File: config.mk
export PLATFORM = sky130hd
export DESIGN_NAME = serial_gpio_shift_controller
export DESIGN_NICKNAME = d
export VERILOG_FILES = /design/src/rtl/serial_position_pkg.sv /design/src/rtl/bit_fifo.sv /design/src/rtl/serial_gpio_shift_controller.sv /design/src/rtl/sync_two.sv
export SDC_FILE = /design/constraint.sdc
export NUM_CORES = 2
export LEC_CHECK = 0
export ABC_AREA = 1
export BUFFER_PORTS_ARGS = -buffer_cell sky130_fd_sc_hd__buf_2
export CORE_MARGIN = 5
export CORE_UTILIZATION = 56
export CTS_CLUSTER_DIAMETER = 100
export DETAILED_ROUTE_END_ITERATION = 8
export HOLD_SLACK_MARGIN = 0.15
export PLACE_DENSITY = 0.73
export SLEW_MARGIN = 20
export SYNTH_ARGS = -nofsm -noshare
export SYNTH_HDL_FRONTEND = slang
export SYNTH_SLANG_ARGS = --single-unit
File: constraint.sdc
create_clock -name clock -period 15.2 [get_ports clock]
set_input_delay 2.28 -clock clock [delete_from_list [all_inputs] [get_ports clock]]
set_output_delay 2.28 -clock clock [all_outputs]
set_load 0.03 [all_outputs]
File: src/rtl/serial_position_pkg.sv
// Constants, register map and types of the serial GPIO shift controller.
// Assumes a 10 MHz system clock and an APB master with 32-bit data.
package serial_position_pkg;

    // ----------------------------------------
    // Sizes and timing
    // ----------------------------------------
    localparam int NUM_PORTS = 32;
    localparam int NUM_DETECTS = 16;
    localparam int CLK_PERIOD_NS = 100;
    localparam int LOAD_MIN_NS = 25;
    localparam int LOAD_CYCLES_CALC = (LOAD_MIN_NS + CLK_PERIOD_NS - 1) / CLK_PERIOD_NS;
    localparam logic [1:0] LOAD_CYCLES = (LOAD_CYCLES_CALC < 1) ? 2'h1 : 2'(LOAD_CYCLES_CALC);
    localparam int GAP_STEP_US = 1000;
    localparam int GAP_STEP_CYCLES_DEF = GAP_STEP_US * 1000 / CLK_PERIOD_NS;
    localparam logic [7:0] MIN_HALF = 8'h03;
    localparam logic [7:0] CLK_DIV_RST = 8'h0A;
    localparam int FIFO_DEPTH = 8;
    localparam int FIFO_WIDTH = 2;

    // ----------------------------------------
    // Register offsets
    // ----------------------------------------
    localparam logic [7:0] ADDR_CFG = 8'h00;
    localparam logic [7:0] ADDR_CLOCK = 8'h04;
    localparam logic [7:0] ADDR_PORT_ENA = 8'h08;
    localparam logic [7:0] ADDR_STATUS = 8'h0C;
    localparam logic [7:0] ADDR_OUT_BASE = 8'h10;
    localparam logic [7:0] ADDR_IN_BASE = 8'h20;
    localparam logic [7:0] ADDR_LOS = 8'h30;
    localparam logic [7:0] ADDR_MAP_BASE = 8'h40;

    // ----------------------------------------
    // Control field positions
    // ----------------------------------------
    localparam int CFG_SINGLE = 0;
    localparam int CFG_REPEAT = 1;
    localparam int CFG_WIDTH_LSB = 2;
    localparam int CFG_GAP_DIS = 4;
    localparam int CFG_GAP_LSB = 5;
    localparam int CFG_LD_POL = 11;
    localparam int CFG_REV_IN = 12;
    localparam int CFG_REV_OUT = 13;
    localparam int MAP_ENA_BIT = 8;

    typedef enum logic [2:0] {ST_IDLE, ST_WAIT, ST_LO, ST_HI, ST_LOAD, ST_GAP} shift_state_t;

endpackage : serial_position_pkg

File: src/rtl/bit_fifo.sv
// Small FIFO between the stream producer and the shifter.
// Assumes one clock; push on in_valid&in_ready, pop on out_valid&out_ready.
`timescale 1ns/1ps
module bit_fifo #(
    parameter int WIDTH = 2,
    parameter int DEPTH = 8
) (
    input wire logic clock,
    input wire logic sys_rst,
    input wire logic in_valid,
    output logic in_ready,
    input wire logic [WIDTH-1:0] in_data,
    output logic out_valid,
    input wire logic out_ready,
    output logic [WIDTH-1:0] out_data
);
    localparam int AW = $clog2(DEPTH);

    typedef struct packed {
        logic [DEPTH-1:0][WIDTH-1:0] mem;
        logic [AW-1:0] wr;
        logic [AW-1:0] rd;
        logic [AW:0] count;
    } fifo_state_t;

    fifo_state_t s_r;
    fifo_state_t s_nxt;
    logic push;
    logic pop;

    assign in_ready = (s_r.count != (AW+1)'(DEPTH));
    assign out_valid = (s_r.count != '0);
    assign out_data = s_r.mem[s_r.rd];
    assign push = in_valid && in_ready;
    assign pop = out_valid && out_ready;

    always_comb
    begin
        s_nxt = s_r;
        if (push)
        begin
            s_nxt.mem[s_r.wr] = in_data;
            s_nxt.wr = AW'(s_r.wr + 1'b1);
        end
        if (pop)
            s_nxt.rd = AW'(s_r.rd + 1'b1);
        if (push && !pop)
            s_nxt.count = (AW+1)'(s_r.count + 1'b1);
        else if (pop && !push)
            s_nxt.count = (AW+1)'(s_r.count - 1'b1);
    end

    always_ff @(posedge clock)
    begin
        if (sys_rst)
            s_r <= '0;
        else
            s_r <= s_nxt;
    end
endmodule : bit_fifo

File: src/rtl/serial_gpio_shift_controller.sv
// Serial expander: drives a chain of shift registers and reads it back.
// Assumes an APB master on clock and pins synchronised here.
`timescale 1ns/1ps
module serial_gpio_shift_controller
    import serial_position_pkg::*;
#(
    parameter int GAP_STEP_CYCLES = GAP_STEP_CYCLES_DEF
) (
    input wire logic clock,
    input wire logic sys_rst,
    input wire logic psel,
    input wire logic penable,
    input wire logic pwrite,
    input wire logic [7:0] paddr,
    input wire logic [31:0] pwdata,
    output logic [31:0] prdata,
    output logic pready,
    output logic pslverr,
    output logic chain_shift_clock,
    output logic chain_data_out,
    output logic chain_load_strobe,
    input wire logic chain_data_in,
    input wire logic [NUM_DETECTS-1:0] parallel_signal_detect_n,
    output logic [NUM_PORTS-1:0] loss_of_signal
);

    // ----------------------------------------
    // State
    // ----------------------------------------
    typedef struct packed {
        logic single;
        logic repeat_on;
        logic [1:0] width_m1;
        logic gap_dis;
        logic [5:0] gap_len;
        logic ld_pol;
        logic rev_in;
        logic rev_out;
        logic [7:0] clk_div;
        logic [31:0] port_ena;
        logic [127:0] out_data;
        logic [127:0] in_data;
        logic [15:0][4:0] map_port;
        logic [15:0] map_ena;
        logic [31:0] los;
        logic [31:0] prdata;
        logic pready;
        logic pslverr;
        shift_state_t st;
        logic [7:0] cnt;
        logic sclk;
        logic dout;
        logic ld;
        logic cur_last;
        logic [4:0] in_port;
        logic [1:0] in_bit;
        logic [5:0] gap_steps;
        logic [13:0] step_cnt;
        logic prod_active;
        logic [4:0] prod_port;
        logic [1:0] prod_bit;
    } ctrl_state_t;

    ctrl_state_t s_r;
    ctrl_state_t s_nxt;

    logic [16:0] pins_s;
    logic di_s;
    logic [NUM_DETECTS-1:0] sd_s;
    logic f_in_valid;
    logic f_in_ready;
    logic [1:0] f_in_data;
    logic f_out_valid;
    logic f_out_ready;
    logic [1:0] f_out_data;

    // ----------------------------------------
    // Next enabled port in scan order
    // ----------------------------------------
    function automatic logic [5:0] next_port(input logic [31:0] ena, input logic [4:0] cur,
                                             input logic rev, input logic from_start);
        logic [5:0] res;
        logic [4:0] c;
        res = '0;
        for (int k = 0; k < NUM_PORTS; k++)
        begin
            c = rev ? 5'(NUM_PORTS - 1 - k) : 5'(k);
            if (ena[c] && !res[5] && (from_start || (rev ? (c < cur) : (c > cur))))
                res = {1'b1, c};
        end
        return res;
    endfunction : next_port

    // ----------------------------------------
    // Pin synchronisers and stream FIFO
    // ----------------------------------------
    sync_two #(.WIDTH(17)) u_sync (
        .clock(clock),
        .sys_rst(sys_rst),
        .async_in({chain_data_in, parallel_signal_detect_n}),
        .sync_out(pins_s)
    );
    assign di_s = pins_s[16];
    assign sd_s = pins_s[15:0];

    bit_fifo #(.WIDTH(FIFO_WIDTH), .DEPTH(FIFO_DEPTH)) u_fifo (
        .clock(clock),
        .sys_rst(sys_rst),
        .in_valid(f_in_valid),
        .in_ready(f_in_ready),
        .in_data(f_in_data),
        .out_valid(f_out_valid),
        .out_ready(f_out_ready),
        .out_data(f_out_data)
    );

    assign f_out_ready = (s_r.st == ST_WAIT);
    assign f_in_valid = s_r.prod_active;

    always_comb
    begin
        logic [5:0] np;
        logic [7:0] half;
        logic [5:0] idx;
        np = '0;
        half = '0;
        idx = '0;
        s_nxt = s_r;
        half = (s_r.clk_div < MIN_HALF) ? MIN_HALF : s_r.clk_div;

        // ----------------------------------------
        // Stream producer
        // ----------------------------------------
        np = next_port(s_r.port_ena, s_r.prod_port, s_r.rev_out, 1'b0);
        f_in_data = {(s_r.prod_bit == s_r.width_m1) && !np[5],
                     s_r.out_data[{s_r.prod_port, s_r.prod_bit}]};
        if (s_r.prod_active && f_in_ready)
        begin
            if (s_r.prod_bit == s_r.width_m1)
            begin
                s_nxt.prod_bit = 2'h0;
                s_nxt.prod_port = np[4:0];
                s_nxt.prod_active = np[5];
            end
            else
                s_nxt.prod_bit = 2'(s_r.prod_bit + 1'b1);
        end

        // ----------------------------------------
        // Shift engine
        // ----------------------------------------
        case (s_r.st)
            ST_IDLE:
            begin
                s_nxt.sclk = 1'b1;
                if (s_r.single || s_r.repeat_on)
                begin
                    np = next_port(s_r.port_ena, 5'h0, s_r.rev_out, 1'b1);
                    s_nxt.prod_port = np[4:0];
                    s_nxt.prod_bit = 2'h0;
                    s_nxt.prod_active = np[5];
                    np = next_port(s_r.port_ena, 5'h0, s_r.rev_in, 1'b1);
                    s_nxt.in_port = np[4:0];
                    s_nxt.in_bit = 2'h0;
                    if (np[5])
                        s_nxt.st = ST_WAIT;
                    else
                    begin
                        s_nxt.st = ST_LOAD;
                        s_nxt.cnt = 8'(LOAD_CYCLES - 1'b1);
                        s_nxt.ld = s_r.ld_pol;
                    end
                end
            end
            ST_WAIT:
            begin
                if (f_out_valid)
                begin
                    s_nxt.sclk = 1'b0;
                    s_nxt.dout = f_out_data[0];
                    s_nxt.cur_last = f_out_data[1];
                    s_nxt.cnt = 8'(half - 1'b1);
                    s_nxt.st = ST_LO;
                end
            end
            ST_LO:
            begin
                if (s_r.cnt == 8'h0)
                begin
                    s_nxt.sclk = 1'b1;
                    s_nxt.in_data[{s_r.in_port, s_r.in_bit}] = di_s;
                    if (s_r.in_bit == s_r.width_m1)
                    begin
                        np = next_port(s_r.port_ena, s_r.in_port, s_r.rev_in, 1'b0);
                        s_nxt.in_bit = 2'h0;
                        s_nxt.in_port = np[4:0];
                    end
                    else
                        s_nxt.in_bit = 2'(s_r.in_bit + 1'b1);
                    s_nxt.cnt = 8'(half - 1'b1);
                    s_nxt.st = ST_HI;
                end
                else
                    s_nxt.cnt = 8'(s_r.cnt - 1'b1);
            end
            ST_HI:
            begin
                if (s_r.cnt == 8'h0)
                begin
                    if (s_r.cur_last)
                    begin
                        s_nxt.st = ST_LOAD;
                        s_nxt.cnt = 8'(LOAD_CYCLES - 1'b1);
                        s_nxt.ld = s_r.ld_pol;
                    end
                    else
                        s_nxt.st = ST_WAIT;
                end
                else
                    s_nxt.cnt = 8'(s_r.cnt - 1'b1);
            end
            ST_LOAD:
            begin
                if (s_r.cnt == 8'h0)
                begin
                    s_nxt.ld = !s_r.ld_pol;
                    s_nxt.single = 1'b0;
                    if (s_r.repeat_on && !s_r.gap_dis && s_r.gap_len != 6'h0)
                    begin
                        s_nxt.st = ST_GAP;
                        s_nxt.gap_steps = s_r.gap_len;
                        s_nxt.step_cnt = 14'(GAP_STEP_CYCLES - 1);
                    end
                    else
                        s_nxt.st = ST_IDLE;
                end
                else
                    s_nxt.cnt = 8'(s_r.cnt - 1'b1);
            end
            ST_GAP:
            begin
                if (!s_r.repeat_on)
                    s_nxt.st = ST_IDLE;
                else if (s_r.step_cnt == 14'h0)
                begin
                    s_nxt.step_cnt = 14'(GAP_STEP_CYCLES - 1);
                    s_nxt.gap_steps = 6'(s_r.gap_steps - 1'b1);
                    if (s_r.gap_steps == 6'h1)
                        s_nxt.st = ST_IDLE;
                end
                else
                    s_nxt.step_cnt = 14'(s_r.step_cnt - 1'b1);
            end
            default:
                s_nxt.st = ST_IDLE;
        endcase

        // ----------------------------------------
        // Loss-of-signal forwarding
        // ----------------------------------------
        for (int p = 0; p < NUM_PORTS; p++)
        begin
            s_nxt.los[p] = s_r.in_data[p * 4];
            for (int n = 0; n < NUM_DETECTS; n++)
            begin
                if (s_r.map_ena[n] && s_r.map_port[n] == 5'(p))
                    s_nxt.los[p] = sd_s[n];
            end
        end

        // ----------------------------------------
        // APB slave: decode in setup, answer in access
        // ----------------------------------------
        s_nxt.pready = psel && !penable;
        s_nxt.prdata = 32'h0;
        s_nxt.pslverr = 1'b0;
        if (psel && !penable)
        begin
            idx = paddr[7:2] - ADDR_MAP_BASE[7:2];
            if (paddr == ADDR_CFG)
                s_nxt.prdata = 32'({s_r.rev_out, s_r.rev_in, s_r.ld_pol, s_r.gap_len,
                                    s_r.gap_dis, s_r.width_m1, s_r.repeat_on, s_r.single});
            else if (paddr == ADDR_CLOCK)
                s_nxt.prdata = 32'(s_r.clk_div);
            else if (paddr == ADDR_PORT_ENA)
                s_nxt.prdata = s_r.port_ena;
            else if (paddr == ADDR_STATUS)
                s_nxt.prdata = 32'(s_r.st != ST_IDLE);
            else if (paddr[7:4] == ADDR_OUT_BASE[7:4] && paddr[1:0] == 2'h0)
                s_nxt.prdata = s_r.out_data[paddr[3:2] * 32 +: 32];
            else if (paddr[7:4] == ADDR_IN_BASE[7:4] && paddr[1:0] == 2'h0)
                s_nxt.prdata = s_r.in_data[paddr[3:2] * 32 +: 32];
            else if (paddr == ADDR_LOS)
                s_nxt.prdata = s_r.los;
            else if (paddr[7:6] == ADDR_MAP_BASE[7:6] && paddr[1:0] == 2'h0)
                s_nxt.prdata = 32'({s_r.map_ena[idx[3:0]], 3'h0, s_r.map_port[idx[3:0]]});
            else
                s_nxt.pslverr = 1'b1;
            if (pwrite)
                s_nxt.prdata = 32'h0;
        end
        if (psel && penable && s_r.pready && pwrite && !s_r.pslverr)
        begin
            idx = paddr[7:2] - ADDR_MAP_BASE[7:2];
            if (paddr == ADDR_CFG)
            begin
                s_nxt.single = s_r.single | pwdata[CFG_SINGLE];
                s_nxt.repeat_on = pwdata[CFG_REPEAT];
                s_nxt.width_m1 = pwdata[CFG_WIDTH_LSB +: 2];
                s_nxt.gap_dis = pwdata[CFG_GAP_DIS];
                s_nxt.gap_len = pwdata[CFG_GAP_LSB +: 6];
                s_nxt.ld_pol = pwdata[CFG_LD_POL];
                s_nxt.rev_in = pwdata[CFG_REV_IN];
                s_nxt.rev_out = pwdata[CFG_REV_OUT];
                if (s_r.st != ST_LOAD)
                    s_nxt.ld = !pwdata[CFG_LD_POL];
            end
            else if (paddr == ADDR_CLOCK)
                s_nxt.clk_div = pwdata[7:0];
            else if (paddr == ADDR_PORT_ENA)
                s_nxt.port_ena = pwdata;
            else if (paddr[7:4] == ADDR_OUT_BASE[7:4])
                s_nxt.out_data[paddr[3:2] * 32 +: 32] = pwdata;
            else if (paddr[7:6] == ADDR_MAP_BASE[7:6])
            begin
                s_nxt.map_port[idx[3:0]] = pwdata[4:0];
                s_nxt.map_ena[idx[3:0]] = pwdata[MAP_ENA_BIT];
            end
        end
    end

    always_ff @(posedge clock)
    begin
        if (sys_rst)
        begin
            s_r <= '0;
            s_r.clk_div <= CLK_DIV_RST;
            s_r.ld_pol <= 1'b1;
            s_r.sclk <= 1'b1;
        end
        else
            s_r <= s_nxt;
    end

    // ----------------------------------------
    // Outputs
    // ----------------------------------------
    assign prdata = s_r.prdata;
    assign pready = s_r.pready;
    assign pslverr = s_r.pslverr;
    assign chain_shift_clock = s_r.sclk;
    assign chain_data_out = s_r.dout;
    assign chain_load_strobe = s_r.ld;
    assign loss_of_signal = s_r.los;

endmodule : serial_gpio_shift_controller

File: src/rtl/sync_two.sv
// Two-stage synchroniser for pin inputs.
// Assumes inputs are asynchronous to clock.
`timescale 1ns/1ps
module sync_two #(
    parameter int WIDTH = 1
) (
    input wire logic clock,
    input wire logic sys_rst,
    input wire logic [WIDTH-1:0] async_in,
    output logic [WIDTH-1:0] sync_out
);
    typedef struct packed {
        logic [WIDTH-1:0] meta;
        logic [WIDTH-1:0] stable;
    } sync_state_t;

    sync_state_t s_r;
    sync_state_t s_nxt;

    always_comb
    begin
        s_nxt.meta = async_in;
        s_nxt.stable = s_r.meta;
    end

    always_ff @(posedge clock)
    begin
        if (sys_rst)
            s_r <= '0;
        else
            s_r <= s_nxt;
    end

    assign sync_out = s_r.stable;
endmodule : sync_two

======== Word-level counts from Yosys, hierarchy flattened ========
Cells that the tools add are included.
storage, ports and cells
  bits of input ports ..................... 62
  ROM bits ................................ 0
  output and inout bits ................... 69
  memory bits (writable) .................. 0
  bits in latches ......................... 0
  word-level logic and storage cells ...... 2910
  memories kept ........................... 0
  register bits after elaboration ......... 582
operators by class
  shift-type cells ........................ 4
  bitwise gates (word level) .............. 6
  multiply operators ...................... 0
  equality and inequality tests ........... 527
  mux-type cells .......................... 1203
  $lt $le $gt $ge ......................... 201
  divide/modulo/power cells ............... 0
  $add $sub $neg .......................... 12
  reduce and logical (&&, ||, !) cells .... 897
operators by type and width
  operator                                                    number
  2-to-1 mux 6 bit                                            348
  == test 5 bit, second input constant                        256
  logical AND 1 bit                                           718
  2-to-1 mux 1 bit                                            656
  == test 5 x 4 -> 1 bit, second input constant               128
  less-than comparator 5 x 6 -> 1 bit, second input constant  64
  2-to-1 mux 5 bit                                            68
  binary-select mux 1 bit (select 5 bit)                      64
  == test 5 x 3 -> 1 bit, second input constant               64
  greater-than comparator 5 bit                               64
  less-than comparator 5 bit                                  64
  bitwise mux 128 bit                                         2
  2-to-1 mux 128 bit                                          2
  indexed part select 128 x 8 -> 32 bit                       2
  2-to-1 mux 32 bit                                           6
  2-to-1 mux 182 bit                                          1
  2-to-1 mux 168 bit                                          1
  == test 5 x 2 -> 1 bit, second input constant               32
  2-to-1 mux 160 bit                                          1
  logical NOT 1 bit                                           132
  variable shift 32 x 34 -> 128 bit, first input constant     1
  indexed part select 32 x 34 -> 128 bit                      1
  bitwise mux 80 bit                                          1
  == test 5 x 1 -> 1 bit, second input constant               16
  76 further kinds                                            158

======== Depth between registers and ports, before layout ========
  word-level depth ........................ 225
  depth in mapped cells ................... 50

======== Modules after synthesis ========
From an unflattened synthesis, not the netlist that was laid out.
second synthesis, totals
  cells, all modules ...................... 7540
  area, all modules ....................... 44457.6 um^2
modules (own cells, without submodules)
  module                        instances  cells each  area each (um^2)
  serial_gpio_shift_controller  1          7191        41944.0
  bit_fifo                      1          243         1527.7
  sync_two                      1          106         985.9

======== Worst setup path after synthesis ========
No wires, ideal clock.
  kind .................................... reg-to-reg
  start point ............................. register s_r[509] (netlist name)
  end point ............................... register s_r[30] (netlist name)
  path slack .............................. 8073 ps
  required time ........................... 15081 ps
  cell stages (with the launch flop) ...... 40
  arrival time ............................ 7008 ps
  setup time .............................. 119 ps
  buffers on the path ..................... 11
  cells stage by stage .................... dfxtp_1 buf_4 inv_2 clkbuf_1 clkbuf_1 clkbuf_1 clkbuf_1 buf_1 clkbuf_1 clkbuf_1 buf_1 buf_1 ha_1 buf_2 nor2_1 nand3_1 nand4_1 nand2_1 (+4 left out) a21oi_2 nand4_2 nor2_2 nand4_2 a21oi_2 nand4_1 nor2_2 nand3_1 a21oi_2 o211ai_2 nor2_2 nand3_1 nor2_2 nand2_1 o21ai_0 inv_1 nand2_1 a21oi_1
on the way
  word-level cells in the longest chain between the ends .. 225
  elaborated cells between the ends (all ways) .. 573
RTL lines
  what                                                                  line                                 text
  from (decl)                                                           serial_gpio_shift_controller.sv:64   ctrl_state_t s_r;
  from (signal assigned)                                                serial_gpio_shift_controller.sv:342  s_r <= s_nxt;
  2-to-1 mux 5 bit                                                      serial_gpio_shift_controller.sv:87   c = rev ? 5'(NUM_PORTS - 1 - k) : 5'(k);
  binary-select mux 1 bit (select 5 bit), or another cell as far along  serial_gpio_shift_controller.sv:88   if (ena[c] && !res[5] && (from_start || (rev ? (c < cur) : (c > cur))))
  2-to-1 mux 1 bit (implied by the code)                                serial_gpio_shift_controller.sv:88
  logical AND 1 bit                                                     serial_gpio_shift_controller.sv:88
  2-to-1 mux 6 bit                                                      serial_gpio_shift_controller.sv:88
  2-to-1 mux 6 bit                                                      serial_gpio_shift_controller.sv:192  if (s_r.in_bit == s_r.width_m1)
  2-to-1 mux 6 bit                                                      serial_gpio_shift_controller.sv:188  if (s_r.cnt == 8'h0)
  2-to-1 mux 6 bit                                                      serial_gpio_shift_controller.sv:152  case (s_r.st)
  (+208 left out)                                                       n/a
  2-to-1 mux 6 bit                                                      serial_gpio_shift_controller.sv:188
  2-to-1 mux 6 bit                                                      serial_gpio_shift_controller.sv:152
  logical NOT 1 bit                                                     serial_gpio_shift_controller.sv:88
  logical AND 1 bit (2 in a row)                                        serial_gpio_shift_controller.sv:88
  2-to-1 mux 5 bit                                                      serial_gpio_shift_controller.sv:88
  2-to-1 mux 5 bit                                                      serial_gpio_shift_controller.sv:192
  2-to-1 mux 7 bit                                                      serial_gpio_shift_controller.sv:188
  case mux 7 bit (2 select lines) *                                     serial_gpio_shift_controller.sv:152
Mark *: on every way between the ends. The rest lies on a longest branch, timed or not. The select of a mux whose other input is x is not followed.
A chain may end at the register's enable or synchronous reset.

======== Worst setup path in the final report ========
  start point ............................. register s_r[508] (netlist name)
  end point ............................... register s_r, in the netlist f_in_valid
on the way
  word-level cells in the longest chain between the ends .. 161
  elaborated cells between the ends (all ways) .. 478
RTL lines
  what                                    line                                 text
  2-to-1 mux 5 bit                        serial_gpio_shift_controller.sv:87
  binary-select mux 1 bit (select 5 bit)  serial_gpio_shift_controller.sv:88
  2-to-1 mux 1 bit (implied by the code)  serial_gpio_shift_controller.sv:88
  2-to-1 mux 6 bit                        serial_gpio_shift_controller.sv:88
  2-to-1 mux 6 bit                        serial_gpio_shift_controller.sv:156  if (s_r.single || s_r.repeat_on)
  2-to-1 mux 6 bit                        serial_gpio_shift_controller.sv:152
  logical NOT 1 bit                       serial_gpio_shift_controller.sv:88
  logical AND 1 bit                       serial_gpio_shift_controller.sv:88
  (+145 left out)                         n/a
  2-to-1 mux 6 bit                        serial_gpio_shift_controller.sv:88
  2-to-1 mux 6 bit                        serial_gpio_shift_controller.sv:156
  2-to-1 mux 6 bit                        serial_gpio_shift_controller.sv:152
  logical NOT 1 bit                       serial_gpio_shift_controller.sv:88
  logical AND 1 bit                       serial_gpio_shift_controller.sv:88
  2-to-1 mux 6 bit                        serial_gpio_shift_controller.sv:88
  2-to-1 mux 8 bit                        serial_gpio_shift_controller.sv:156
  2-to-1 mux 8 bit *                      serial_gpio_shift_controller.sv:152
Marks and branches as above.

==> impl_metrics.tcl <==
set metrics [dict create \
    synth_edf_count 0 \
    ys_ff_latch 582 \
    pre_cts_ws_ns 8.224 \
    synth_top_family_by_area "compound AO/OA/AOI/OAI gates" \
    grtUsageMet1_pct 57.78 \
    final_cell_mix "nor2_1 (1137), nand2_1 (1133), o21ai_0 (953), a21oi_1 (926), inv_1 (921)" \
    drt-total-wl_um 179900 \
    mostFrequentLayoutCell "nor2_1" \
    synth_cells 7390 \
    crit_arrival_ns 7.66 \
    rsz0062_at_grt "false" \
    clock-root-buffer "clkbuf_16" \
    place_congestion 1.044 \
    setup_viol 0 \
    seq_area_frac_synth_pct 26.58 \
    busiest_layer "met2" \
    fp.dieW_um 289.8 \
    synth_area_um2 43830 \
    portBuffers 130 \
    tightest_slew_ns 1.186 \
    crit_fanout 68 \
    n_fill_cell 7918 \
    drt_iter0_drc 7790 \
    dp_hpwl_um 131500 \
    fin_cells 8262 \
    finalSetupTns_ns 0 \
    slew_headroom_pct 20.09 \
    met3_usage_pct 9.898 \
    async_reset_ff_share_pct 0 \
    fmax_mhz 139.5 \
    peakVddDrop_mv 0.09465 \
    start_kind "register" \
    grt.met2_usage_pct 59.15 \
    slowest_stage "ha_1" \
    drcViolationCount 0 \
    area_growth_pct 6.400 \
    syn_avg_cell_area_um2 5.931 \
    cp-end-kind "register" \
    io_pins 131 \
    swShare_pct 30.51 \
    drive_gt1_share_pct 5.795 \
    pwr-share-clk_pct 46.1 \
    status "finished, final reports clean" \
    initial_utilization_pct 56.49 \
    yosys.area_share.simple_pct 27.06 \
    h-tree-depth 3 \
    die-area_um2 83960 \
    path_class "reg -> reg" \
    grt_usage_pct 40.71 \
    cts_tree "yes" \
    yosysTopAreaCell "dfxtp_1" \
    num_vias 51700 \
    yosys_warnings 0 \
    grt_pass1_vias 45110 \
    seqPwrFrac_pct 39.7 \
    setup_ws_ns 8.032 \
    cts_hold_buffers 0 \
    rows 102 \
    leakage_nw 17.73 \
    place_area_um2 44110 \
    power.density_nw_per_um2 84.54 \
    cts.sinks 582 \
    yosysTopAreaCellShare_pct 26.58 \
    synth_area_leaders "dfxtp_1 (27%), o21ai_0 (11%), a21oi_1 (11%)" \
    grt-ovfl-total 0 \
    grt_antenna_before_repair 7 \
    intPower_mw 2.740 \
    synthAdderAreaFrac_pct 1.045 \
    fin_skew_ns 0.05166 \
    firstDrtPassIters 7 \
    switching_power_mw 1.203 \
    coreArea_um2 77590 \
    stdcell_area_um2 46640 \
    post-cts-setup-buffers 0 \
    fin_crit_sh_pct 47.16 \
    fin_nets 7254 \
    hold_slack_ns 0.3964 \
    maxCapViolations 0 \
    grt_max_degree 223 \
    post_drt_via_cell_ratio 6.257 \
    synth_flop_cell "dfxtp_1" \
    syn_nets 7488 \
    synth.area.mux_share_pct 0.04567 \
    clock_latency_ns 0.66 \
    slew_viol_final 0 \
    synth_cell_types 70 \
    period_needed_ns 7.168 \
    cts_resized 0 \
    pwr-share-comb_pct 14.2 \
    crit_required_ns 15.69 \
    critPathMaxStageDelay_ns 1.03 \
    clkTransAtPathRegs_ns 0.06 \
    die_height_um 289.8 \
    postRouteAntennaNets 0 \
    synth_xor_area_share_pct 0.3397 \
    cts_buffer_depth 3 \
    dp_cells 8125 \
    wire_per_inst_um 21.78 \
    grt_pass1_wl_um 268000 \
    hp-class "reg -> reg" \
    synth_compound_area_share_pct 32.09 \
    hold_viol 0 \
    cts_buffers 69 \
]
==> logic make-up (layout without fill, tap and decap cells) <==
kind of cell / count (synthesis) / in the layout
compound gates: 2487 / 2487
xor+xnor: 17 / 17
fa+ha+maj: 36 / 36
buf+inv: 1422 / 1245
flops: 582 / 582
mux: 2 / 2
other cells: 0 / 9
simple gates: 2844 / 2844
==> worst paths after layout <==
kind,from,depth (start not counted),end,slack [ns]
worst max register to register,s_r[508],33,f_in_valid,8.03
worst min register to register,u_sync.s_nxt[16],2,u_sync.sync_out[16],0.40
worst max-delay path,s_r[508],33,f_in_valid,8.03
worst min-delay path,u_sync.s_nxt[16],2,u_sync.sync_out[16],0.40
==> cells in the mapped netlist (8+ instances only) <==
library cell,number
a211oi_1,46
a21oi_1,926
a221o_1,10
a221oi_1,39
a31o_2,11
a31oi_1,96
buf_1,40
buf_2,16
buf_4,69
clkbuf_1,352
clkinv_1,14
dfxtp_1,582
ha_1,35
inv_1,924
nand2_1,1133
nand2_2,19
nand3_1,259
nand3_2,8
nand3b_1,22
nand4_1,75
nor2_1,1141
nor2_2,24
nor2_4,15
nor3_1,91
nor4_1,27
o211ai_1,157
o21a_1,62
o21ai_0,954
o221ai_1,39
o22ai_1,29
o311ai_0,25
o31ai_1,25
o32ai_1,8
o41ai_1,8
or2_2,8
xor2_1,11
==> per-stage QoR <==
| stage | power, mW | util (%) |
|---|---|---|
| detailed placement | 2.136 | 56.85 |
| global route | 4.061 | 60.08 |
| floorplan | 1.976 | - |
| finish | 3.943 | 60.10 |
| global placement | 2.131 | 56.85 |
| CTS | 3.918 | 60.07 |
==> power by group through the flow <==
stage	combinational, mW	clock [mW]	sequential (mW)
6_report	0.561	1.82	1.57
5_1_grt	0.610	1.88	1.57
4_1_cts	0.540	1.81	1.56
3_5_place_dp	0.537	0	1.60
3_3_place_gp	0.533	0	1.60
2_1_floorplan	0.388	0	1.59
==> layer usage <==
layer	vias to the layer above	wire [um]
met2	3255	73780
met5	-	20
met4	2	8864
li1	24360	-
met1	23590	73960
met3	492	23310
==> layout make-up <==
cell class	instances	area [um2]	area share, %
Timing Repair Buffer	173	1001	2.146
Tap cell	1040	1301	2.790
Clock inverter	33	514.2	1.103
Clock buffer	95	1986	4.258
Antenna cell	9	22.52	0.04829
Inverter	944	3555	7.622
Multi-Input combinational cell	5386	26600	57.03
Sequential cell	582	11660	25.00
==> critical path, delay by kind of cell (launching register included) <==
kind / cells / cell delay, ns
AOI/OAI and AO/OA: 5 / 0.82
adders and majority gates: 1 / 1.03
buffers and inverters: 2 / 1.02
DFF: 1 / 0.78
and+or+nand+nor: 25 / 3.30
==> sequential cells by signal, summed over array words and instances, names as in the netlist, 17 cells and up <==
signal           cells
u_sync.s_nxt        17
u_sync.sync_out     17
s_r                452
loss_of_signal      32
prdata              32
u_fifo.s_r          26
No activity file was read; power rests on OpenSTA's default activity.
